<file path="config.mk">
export PLATFORM = sky130hd
export DESIGN_NAME = bal_unit
export DESIGN_NICKNAME = d
export VERILOG_FILES = /design/src/hdl/bal_pkg.sv /design/src/hdl/bal_addsub8.sv /design/src/hdl/bal_unit.sv
export SDC_FILE = /design/constraint.sdc
export NUM_CORES = 1
export LEC_CHECK = 0
export BUFFER_PORTS_ARGS = -buffer_cell sky130_fd_sc_hd__buf_2
export CAP_MARGIN = 20
export CORE_ASPECT_RATIO = 0.5
export CORE_MARGIN = 1
export CORE_UTILIZATION = 59
export DETAILED_ROUTE_END_ITERATION = 16
export PLACE_DENSITY = 0.87
export REMOVE_ABC_BUFFERS = 1
export SLEW_MARGIN = 20
export SYNTH_ARGS = -nofsm -noshare
export SYNTH_HDL_FRONTEND = slang
export SYNTH_SLANG_ARGS = --single-unit
export TNS_END_PERCENT = 5
</file>
<file path="constraint.sdc">
create_clock -name sys_clk_i -period 11.7 [get_ports sys_clk_i]
set_input_delay 1.17 -clock sys_clk_i [delete_from_list [all_inputs] [get_ports sys_clk_i]]
set_output_delay 1.17 -clock sys_clk_i [all_outputs]
set_load 0.1 [all_outputs]
</file>
<file path="src/hdl/bal_pkg.sv">
// package: opcodes, flag layout, request carrier and constants of the byte arithmetic/logic unit
// Function
// [RULE1] add registers, optional carry, five flags, one cycle
// [RULE2] word add immediate to pair, two cycles
// [RULE3] word subtract immediate from pair, two cycles
// [RULE4] subtract immediate from register, one cycle
// [RULE5] register minus source minus carry, one cycle
// [RULE6] register minus immediate minus carry, one cycle
// [RULE7] and with register/immediate, flags z n v
// [RULE8] or with register/immediate, flags z n v
// [RULE9] clear bits: and with ff minus mask
// [RULE10] set bits: or with mask, one cycle
// [RULE11] test: and register with itself, unchanged
// [RULE12] flags not affected keep their values
package bal_pkg;

  localparam int unsigned BYTE_W       = 8;            // datapath byte width
  localparam int unsigned WORD_W       = 16;           // register pair width
  localparam int unsigned BYTE_CYCLES  = 1;            // cycles of any byte operation
  localparam int unsigned WORD_CYCLES  = 2;            // cycles of a pair operation
  localparam logic [7:0]  ALL_ONES     = 8'hFF;        // base of the clear-bits complement
  localparam logic [7:0]  BYTE_ZERO    = 8'h00;        // zero byte
  localparam logic [15:0] WORD_ZERO    = 16'h0000;     // zero word, result reset value

  // operations the decoder may request
  typedef enum logic [3:0] {
    add_op,
    add_carry_op,
    sub_op,
    sub_immediate_op,
    sub_with_carry_op,
    sub_carry_immediate_op,
    and_op,
    and_immediate_op,
    or_op,
    or_immediate_op,
    clear_bits_op,
    set_bits_op,
    test_register_op,
    word_add_immediate_op,
    word_sub_immediate_op
  } bal_op_t;

  // status flags held by the unit
  typedef struct packed {
    logic h;  // half carry
    logic s;  // sign, set to n xor v by pair operations only
    logic v;  // two's complement overflow
    logic n;  // negative
    logic z;  // zero
    logic c;  // carry / borrow
  } bal_flags_t;

  localparam bal_flags_t FLAGS_RESET = '0;             // all flags clear after reset

  // one request from the decoder, operands already read from the register file
  typedef struct packed {
    bal_op_t    op;                // operation
    logic [7:0] dst;               // destination register value
    logic [7:0] source_register;   // second register value
    logic [7:0] imm;               // immediate constant or mask
    logic [7:0] pair_hi;           // high register of the pair
    logic [7:0] pair_lo;           // low register of the pair
  } bal_req_t;

  // pair operations take the two-cycle path
  function automatic logic is_word_op(input bal_op_t op);
    return (op == word_add_immediate_op) || (op == word_sub_immediate_op);
  endfunction

  // logic operations touch only z, n and v
  function automatic logic is_logic_op(input bal_op_t op);
    return (op == and_op) || (op == and_immediate_op) || (op == or_op) ||
           (op == or_immediate_op) || (op == clear_bits_op) || (op == set_bits_op) ||
           (op == test_register_op);
  endfunction

endpackage

</file>
<file path="src/hdl/bal_addsub8.sv">
// module: 8-bit adder/subtractor with carry, half carry and overflow
`timescale 1ns/1ps
module bal_addsub8
  import bal_pkg::*;
(
  input  wire logic [7:0] a_i,     // minuend or first addend
  input  wire logic [7:0] b_i,     // subtrahend or second addend
  input  wire logic       cin_i,   // carry in, or borrow in when subtracting
  input  wire logic       sub_i,   // high selects a - b - cin
  output logic      [7:0] res_o,   // eight-bit result
  output logic            c_o,     // carry out, or borrow out when subtracting
  output logic            h_o,     // carry or borrow across bit 3
  output logic            v_o      // signed overflow
);

  logic [7:0] b_eff;   // b inverted for subtraction
  logic       c_eff;   // carry in inverted for subtraction
  logic [8:0] sum;     // full sum with carry out
  logic [4:0] nib;     // low nibble sum for half carry

  // subtraction as a + ~b + ~borrow; carries invert back into borrows
  always_comb begin
    b_eff = sub_i ? ~b_i : b_i;
    c_eff = sub_i ? ~cin_i : cin_i;
    sum   = {1'b0, a_i} + {1'b0, b_eff} + {8'h00, c_eff};
    nib   = {1'b0, a_i[3:0]} + {1'b0, b_eff[3:0]} + {4'h0, c_eff};
    res_o = sum[7:0];
    c_o   = sum[8] ^ sub_i;
    h_o   = nib[4] ^ sub_i;
    v_o   = (a_i[7] == b_eff[7]) && (sum[7] != a_i[7]);
  end

endmodule

</file>
<file path="src/hdl/bal_unit.sv">
// module: byte arithmetic/logic execution unit with status flags
`timescale 1ns/1ps
module bal_unit
  import bal_pkg::*;
(
  input  wire logic       sys_clk_i,    // core clock, 20 MHz
  input  wire logic       srst_i,       // synchronous reset, active high
  input  wire logic       req_valid_i,  // decoder presents a request
  input  wire bal_req_t   req_i,        // operation and operands
  output logic            busy_o,       // second cycle of a pair operation
  output logic            wr_byte_o,    // pulse: write result_o[7:0] to destination
  output logic            wr_word_o,    // pulse: write result_o to the pair
  output logic     [15:0] result_o,     // result, byte in low bits
  output bal_flags_t      flags_o       // current status flags
);

  typedef enum logic {
    st_idle,
    st_word_hi
  } bal_state_t;

  bal_state_t state_reg;       // sequencer state
  bal_state_t state_next;      // next sequencer state
  logic [7:0] lo_res_reg;      // low byte of a pair result
  logic       lo_carry_reg;    // carry or borrow out of the low byte
  logic [7:0] hi_src_reg;      // high register of the pair
  logic       word_sub_reg;    // pair operation subtracts
  logic [15:0] result_reg;     // result output register
  logic       wr_byte_reg;     // byte write pulse
  logic       wr_word_reg;     // word write pulse
  logic       busy_reg;        // busy output register, mirrors st_word_hi
  bal_flags_t flags_reg;       // status flags
  bal_flags_t flags_next;      // flags after this cycle

  logic       take;            // request accepted this edge
  logic [7:0] ad_a;            // adder first operand
  logic [7:0] ad_b;            // adder second operand
  logic       ad_cin;          // adder carry in
  logic       ad_sub;          // adder subtracts
  logic [7:0] ad_res;          // adder result
  logic       ad_c;            // adder carry out
  logic       ad_h;            // adder half carry
  logic       ad_v;            // adder overflow
  logic [7:0] lg_res;          // logic unit result
  logic [7:0] byte_res;        // selected byte result
  logic [15:0] word_res;       // assembled pair result

  // a request is refused while the pair operation holds the adder
  assign take = req_valid_i && (state_reg == st_idle);

  // adder operand steering; the single adder serves both bytes of a pair
  always_comb begin
    ad_a   = req_i.dst;
    ad_b   = req_i.source_register;
    ad_cin = 1'b0;
    ad_sub = 1'b0;
    if (state_reg == st_word_hi) begin
      ad_a   = hi_src_reg;         // high byte only ripples the low carry [RULE2] [RULE3]
      ad_b   = BYTE_ZERO;
      ad_cin = lo_carry_reg;
      ad_sub = word_sub_reg;
    end else begin
      case (req_i.op)
        add_op: begin
          ad_b = req_i.source_register;   // [RULE1]
        end
        add_carry_op: begin
          ad_cin = flags_reg.c;           // [RULE1]
        end
        sub_op: begin
          ad_sub = 1'b1;
        end
        sub_immediate_op: begin
          ad_b   = req_i.imm;             // [RULE4]
          ad_sub = 1'b1;
        end
        sub_with_carry_op: begin
          ad_cin = flags_reg.c;           // [RULE5]
          ad_sub = 1'b1;
        end
        sub_carry_immediate_op: begin
          ad_b   = req_i.imm;             // [RULE6]
          ad_cin = flags_reg.c;
          ad_sub = 1'b1;
        end
        word_add_immediate_op: begin
          ad_a = req_i.pair_lo;           // low byte first [RULE2]
          ad_b = req_i.imm;
        end
        word_sub_immediate_op: begin
          ad_a   = req_i.pair_lo;         // [RULE3]
          ad_b   = req_i.imm;
          ad_sub = 1'b1;
        end
        default: begin
          ad_sub = 1'b0;
        end
      endcase
    end
  end

  bal_addsub8 u_addsub (
    .a_i   (ad_a),
    .b_i   (ad_b),
    .cin_i (ad_cin),
    .sub_i (ad_sub),
    .res_o (ad_res),
    .c_o   (ad_c),
    .h_o   (ad_h),
    .v_o   (ad_v)
  );

  // bitwise operations
  always_comb begin
    case (req_i.op)
      and_op:           lg_res = req_i.dst & req_i.source_register;   // [RULE7]
      and_immediate_op: lg_res = req_i.dst & req_i.imm;               // [RULE7]
      or_op:            lg_res = req_i.dst | req_i.source_register;   // [RULE8]
      or_immediate_op:  lg_res = req_i.dst | req_i.imm;               // [RULE8]
      clear_bits_op:    lg_res = req_i.dst & (ALL_ONES - req_i.imm);  // [RULE9]
      set_bits_op:      lg_res = req_i.dst | req_i.imm;               // [RULE10]
      test_register_op: lg_res = req_i.dst & req_i.dst;               // [RULE11]
      default:          lg_res = BYTE_ZERO;
    endcase
  end

  assign byte_res = is_logic_op(req_i.op) ? lg_res : ad_res;
  assign word_res = {ad_res, lo_res_reg};

  // flag computation; untouched flags fall through from flags_reg
  always_comb begin
    flags_next = flags_reg;                                   // [RULE12]
    if (state_reg == st_word_hi) begin
      flags_next.c = ad_c;                                    // [RULE2] [RULE3]
      flags_next.v = ad_v;
      flags_next.n = ad_res[7];
      flags_next.z = (word_res == WORD_ZERO);
      flags_next.s = ad_res[7] ^ ad_v;
    end else if (take && !is_word_op(req_i.op)) begin
      flags_next.z = (byte_res == BYTE_ZERO);
      flags_next.n = byte_res[7];
      if (is_logic_op(req_i.op)) begin
        flags_next.v = 1'b0;                                  // [RULE7] [RULE8] [RULE11]
      end else begin
        flags_next.v = ad_v;                                  // [RULE1] [RULE4] [RULE5] [RULE6]
        flags_next.c = ad_c;
        flags_next.h = ad_h;
      end
    end
  end

  // sequencer: pair operations spend a second cycle on the high byte
  always_comb begin
    case (state_reg)
      st_idle:    state_next = (take && is_word_op(req_i.op)) ? st_word_hi : st_idle;
      st_word_hi: state_next = st_idle;
      default:    state_next = st_idle;
    endcase
  end

  // state register
  always_ff @(posedge sys_clk_i) begin
    if (srst_i) begin
      state_reg <= st_idle;
      busy_reg  <= 1'b0;
    end else begin
      state_reg <= state_next;
      // registered copy so busy_o leaves a flip-flop, not a decode
      busy_reg  <= (state_next == st_word_hi);
    end
  end

  // low byte of a pair, held across into the second cycle
  always_ff @(posedge sys_clk_i) begin
    if (srst_i) begin
      lo_res_reg   <= BYTE_ZERO;
      lo_carry_reg <= 1'b0;
      hi_src_reg   <= BYTE_ZERO;
      word_sub_reg <= 1'b0;
    end else if (take && is_word_op(req_i.op)) begin
      lo_res_reg   <= ad_res;
      lo_carry_reg <= ad_c;
      hi_src_reg   <= req_i.pair_hi;
      word_sub_reg <= (req_i.op == word_sub_immediate_op);
    end
  end

  // result and write strobes; strobes are one-cycle pulses
  always_ff @(posedge sys_clk_i) begin
    if (srst_i) begin
      result_reg  <= WORD_ZERO;
      wr_byte_reg <= 1'b0;
      wr_word_reg <= 1'b0;
    end else begin
      wr_byte_reg <= 1'b0;
      wr_word_reg <= 1'b0;
      if (state_reg == st_word_hi) begin
        result_reg  <= word_res;               // [RULE2] [RULE3]
        wr_word_reg <= 1'b1;
      end else if (take && !is_word_op(req_i.op)) begin
        result_reg  <= {BYTE_ZERO, byte_res};  // [RULE1] [RULE4] [RULE9] [RULE10]
        wr_byte_reg <= 1'b1;
      end
    end
  end

  // status flags
  always_ff @(posedge sys_clk_i) begin
    if (srst_i) begin
      flags_reg <= FLAGS_RESET;
    end else begin
      flags_reg <= flags_next;
    end
  end

  assign busy_o    = busy_reg;
  assign wr_byte_o = wr_byte_reg;
  assign wr_word_o = wr_word_reg;
  assign result_o  = result_reg;
  assign flags_o   = flags_reg;
endmodule

</file>
# Word level (Yosys, flattened, before mapping)
# Cells that the tools add are included.
[word_totals]
ff_bits = 43
in_bits = 47
output_inout_bits = 25
elab_cells = 94
[op_classes]
add_sub_neg = 5
n_eq_ne = 17
mux = 22
bitwise_logic = 13
n_reduce_logical = 23
[op_table]
columns = ["op", "n"]
rows = [
  ["$mux W8", 6],
  ["$pmux W8 S6", 1],
  ["$and A8 B8 Y8", 4],
  ["$mux W16", 2],
  ["$eq A4 B4 Y1 const B", 7],
  ["$eq A4 B3 Y1 const B", 4],
  ["$logic_not A16 Y1", 1],
  ["$or A8 B8 Y8", 2],
  ["$mux W1", 10],
  ["$add A8 B8 Y9", 1],
  ["$add A9 B1 Y9", 1],
  ["$eq A4 B2 Y1 const B", 2],
  ["$logic_not A8 Y1", 1],
  ["$mux W4", 2],
  ["$not A8 Y8", 1],
  ["$sub A8 B8 Y8 const A", 1],
  ["$logic_or A1 B1 Y1", 7],
  ["$reduce_or A2 Y1", 3],
  ["$add A4 B4 Y5", 1],
  ["$add A5 B1 Y5", 1],
  ["$reduce_or A5 Y1", 1],
  ["$eq A4 B1 Y1 const B", 1],
  ["$logic_and A1 B1 Y1", 4],
  ["$reduce_or A4 Y1", 1],
  ["other kinds (11)", 15],
]

# Longest topological paths before layout
[depth]
ltp_word = 13
depth_mapped = 19
depth_no_buf = 17

# By module
# A second synthesis with hierarchy kept.
[unflattened]
hier_cells = 425
hier_area_um2 = 3218.1
[modules_own_cells]
columns = ["module", "instances", "cells_per_inst", "area_per_inst_um2", "seq_area_each_um2"]
rows = [
  ["bal_unit", 1, 375, 2793.9, 860.8],
  ["bal_addsub8", 1, 50, 424.2, 0.0],
]

# Least setup slack after synthesis
# OpenSTA, ideal clock, no wires.
[synth_timing]
path_kind = "input -> register"
startpoint = "input port req_i[42] (netlist bit)"
endpoint = "register flags_reg (netlist bit flags_o[1])"
setup_ns = 0.092
t_arrival_ns = 5.027
required_ns = 11.608
setup_slack_ns = 6.580
stages = 19
path_buffers = 3
cell_sequence = "buf_4 -> buf_1 -> nor3_1 -> a21o_1 -> a32o_1 -> buf_2 -> mux2i_1 -> nor2_1 -> xnor2_1 -> fa_1 -> inv_1 -> fa_1 -> a211oi_2 -> nor2_1 -> xor2_1 -> a2bb2oi_1 -> or4_1 -> or4_1 -> o32ai_1"
[synth_via]
elab_chain_len = 12
word_cells_on_any_way = 49
classes_between = "add/sub: 2; eq/ne: 14; mux: 14; bitwise: 2; reduce/logical: 17"
[synth_rtl]
columns = ["element", "line_no", "source"]
rows = [
  ["start, declared", "bal_unit.sv:9", "input wire bal_req_t req_i,"],
  ["$eq A4 B4 Y1 (tied with other cells)", "bal_pkg.sv:68, bal_unit.sv:63", ""],
  ["$reduce_or A4 Y1 (no source line)", "n/a", ""],
  ["$mux W8", "bal_unit.sv:63", "case (req_i.op)"],
  ["$mux W8", "bal_unit.sv:57", "if (state_reg == st_word_hi) begin"],
  ["$not A8 Y8", "bal_addsub8.sv:23", "b_eff = sub_i ? ~b_i : b_i;"],
  ["$mux W8", "bal_addsub8.sv:23", ""],
  ["$add A8 B8 Y9", "bal_addsub8.sv:25", "sum = {1'b0, a_i} + {1'b0, b_eff} + {8'h00, c_eff};"],
  ["$add A9 B1 Y9", "bal_addsub8.sv:25", ""],
  ["$mux W8", "bal_unit.sv:127", "assign byte_res = is_logic_op(req_i.op) ? lg_res : ad_res;"],
  ["$logic_not A8 Y1", "bal_unit.sv:140", "flags_next.z = (byte_res == BYTE_ZERO);"],
  ["$mux W4", "bal_unit.sv:139", "end else if (take && !is_word_op(req_i.op)) begin"],
  ["$mux W4", "bal_unit.sv:133", "if (state_reg == st_word_hi) begin"],
  ["end signal, assigned", "bal_unit.sv:212", "flags_reg <= flags_next;"],
  ["end, declared", "bal_unit.sv:32", "bal_flags_t flags_reg;"],
]
# Several ways; a longest one is shown, not always the timed one. The select of a mux whose other input is x is not followed.
# A chain may end at the register's enable or synchronous reset.

# Worst setup path after layout
[layout_timing]
startpoint = "input port req_i[41] (netlist bit)"
endpoint = "register flags_reg (netlist bit flags_o[1])"
# The elaborated chain is that of the path after synthesis.

==> impl_metrics.toml <==
[worst_setup_path]
critPathLaunchType = "input pin"
path_class = "input pin to register"
arrival_ns = 5.64
critPathMaxFanout = 12
required_ns = 11.92
cp-end-kind = "register"
rr_worst_depth = 13
ff2ff_setup_slack_ns = 7.54

[clock_tree]
cts_resized = 0
htree_levels = 2
cts_buffers = 5
clock_latency_ns = 0.31
clockBufferDepth = 2
cts_tree = "done"
path_clk_slew_ns = 0.09
hold_buffers = 0
post_cts_buffers = 0
clock-sinks = 43
clock-root-buffer = "clkbuf_8"

[synth]
synth_cell_types = 57
synthXorXnorAreaFrac_pct = 5.25
ys_ff_latch = 43
async_reset_ff_share_pct = 0
synthAdderAreaFrac_pct = 4.06
yosys_warnings = 0
yosysSeqAreaShare_pct = 27.4
netlist_area_mm2 = 0.00314
synth_top_family_by_area = "compound AO/OA/AOI/OAI gates"
netlist_instances = 421
synth_ff_type = "dfxtp_1"
avgSynthCellArea_um2 = 7.47
synth_compound_gate_area_share_pct = 24.0
synth_edf_count = 0
synthSimpleGateAreaFrac_pct = 23.8
muxShareOfSynthArea_pct = 10.5

[global_route]
met1_usage_pct = 43.7
antenna_found_initial = 0
met2_usage_pct = 53.2
grt.total_usage_pct = 32.0
grt_use_met3_pct = 6.42
grt_pass1_vias = 2823
grt_busiest_layer = "met2"
grt_pass1_wl_um = 13800
grt_max_degree = 45
overflow = 0

[cells_and_area]
largest_reg_flops = 16
diodes = 0
final_common_cell = "buf_2"
final_nets = 529
area_delta_synth_final_pct = 14.4
finalNonFillerCells = 544
final_cell_mix = "buf_2 (71), nand2_1 (62), nor2_1 (61)"
drive_above_1_share_pct = 20.5
fin_util_pct = 71.6

[routing]
firstDrtPassIters = 5
avgViaCountPerCell = 6.10
drt_iter0_markers = 243
antenna_left = 0
wl_um = 8850
wl_per_cell_um = 16.3
drc = 0
vias = 3318

[power_and_ir_drop]
p_per_area_mw_per_mm2 = 143
pwr-share-comb_pct = 44.7
internal_power_uw = 292
peakVddDrop_mv = 0.0963
pwr-share-clk_pct = 24.0
p_sw_uw = 221
p_seq_share_pct = 31.3
power.leakage_uw = 0.00151
switching_share_pct = 43.1

[floorplanning]
ios = 72
die_w_um = 105
core_area_mm2 = 0.00502
initial_core_util_pct = 62.6
num_rows = 18
dieArea_mm2 = 0.00564
die_height_um = 53.6

[sta]
fin_crit_ns = 5.43
hold_ws_ns = 0.465
finalHoldViolCount = 0
clock_skew_ns = 0.00931
fmax_mhz = 184
finalCritPeriodShare_pct = 46.4
slew-limit-headroom_pct = 42.5
drv_slew = 0
setup_viol_count_final = 0
rsz0062_at_grt = "no"
max_slew.worst_pin.slew_ns = 0.861
fin_setup_tns_ns = 0

[job]
drv_cap = 0

[place]
dp.final_hpwl_um = 6610
io_buffers = 71
place_inst = 536
gp_congestion = 1.02

[min_path]
hold_depth = 2
hp-class = "register to register"

[status]
status = "complete, no violations"
==> critical path, stage by stage <==
cell,delay [ns]
buf_2,0.24
inv_1,0.20
nor3_1,0.27
a21o_1,0.12
a32o_1,0.42
mux2i_1,0.24
nor2_1,0.07
xnor2_1,0.23
fa_1,0.23
inv_1,0.08
fa_1,0.43
a211oi_2,0.28
nor2_1,0.12
xor2_1,0.20
a2bb2oi_1,0.19
or4_1,0.50
or4_1,0.40
o32ai_1,0.24
==> final timing paths <==
kind,to,start
worst max-delay path,flags_o[1]$_SDFFE_PP0P_,req_i[41]
worst min register to register,result_o[15]$_SDFFE_PP0P_,result_o[15]$_SDFFE_PP0P_
worst max register to register,flags_o[1]$_SDFFE_PP0P_,busy_o$_SDFF_PP0_
worst min-delay path,result_o[15]$_SDFFE_PP0P_,result_o[15]$_SDFFE_PP0P_
==> Yosys cell counts (all sizes together), types with 2 or more instances <==
| library cell | number | area (um2) |
|---|---|---|
| nand3b | 4 | 42.5 |
| xnor2 | 8 | 77.6 |
| o21ai | 22 | 110 |
| a211oi | 6 | 50.1 |
| mux2i | 25 | 250 |
| nand4 | 2 | 12.5 |
| mux2 | 7 | 78.8 |
| a21boi | 2 | 15.0 |
| a21oi | 44 | 220 |
| o311ai | 2 | 17.5 |
| o31ai | 2 | 15.0 |
| a21o | 5 | 37.5 |
| dfxtp | 43 | 861 |
| a22o | 2 | 17.5 |
| xor2 | 10 | 87.6 |
| nor2b | 10 | 62.6 |
| o32ai | 2 | 17.5 |
| nand2 | 62 | 233 |
| a2bb2oi | 2 | 17.5 |
| nand2b | 6 | 37.5 |
| or4 | 2 | 15.0 |
| o221ai | 5 | 43.8 |
| fa | 2 | 40.0 |
| o22ai | 3 | 18.8 |
| nand3 | 2 | 10.0 |
| nor3 | 7 | 35.0 |
| buf | 17 | 92.6 |
| nor3b | 2 | 26.3 |
| inv | 5 | 18.8 |
| a22oi | 2 | 15.0 |
| clkbuf | 12 | 45.0 |
| a31oi | 6 | 37.5 |
| ha | 7 | 87.6 |
| nor2 | 62 | 233 |
| o21bai | 5 | 37.5 |
| and3 | 2 | 12.5 |
| o21a | 2 | 15.0 |
==> logic make-up after synthesis <==
group	after synthesis
muxes	32
DFF	43
AOI/OAI and AO/OA	120
adders and majority gates	9
buffers and inverters	34
and+or+nand+nor	165
xor gates and xnor gates	18
==> stage by stage <==
step / worst slack [ns] / total power [uW] / instance area, um2
finish: 6.27 / 513 / 3600
detailed placement: 5.90 / 386 / 3470
global route: 6.02 / 534 / 3600
CTS: 6.18 / 508 / 3590
global placement: 6.09 / 382 / 3470
floorplan: 5.67 / 324 / 3010
==> routing by layer <==
metal / up-vias / wire length [um]
met5: - / 0
met2: 183 / 3960
li1: 1593 / -
met3: 13 / 865
met4: 0 / 129
met1: 1529 / 3900
==> final cells by class <==
| cell class | count | area (um2) |
|---|---|---|
| clock buffer | 5 | 68.8 |
| clock inverter | 3 | 46.3 |
| fill | 423 | 1430 |
| inverter | 5 | 18.8 |
| multi-input combinational | 344 | 2130 |
| sequential | 43 | 862 |
| tap | 70 | 87.6 |
| timing repair buffer | 74 | 378 |
==> power by group through the flow <==
| stage | sequential, uW | combinational (uW) | clock, uW |
|---|---|---|---|
| after floorplan | 212 | 112 | 0 |
| after global placement | 164 | 219 | 0 |
| after detailed placement | 164 | 222 | 0 |
| after CTS | 161 | 224 | 123 |
| after global routing | 162 | 242 | 130 |
| final | 161 | 229 | 123 |
Power figures use the tool's default switching activity.
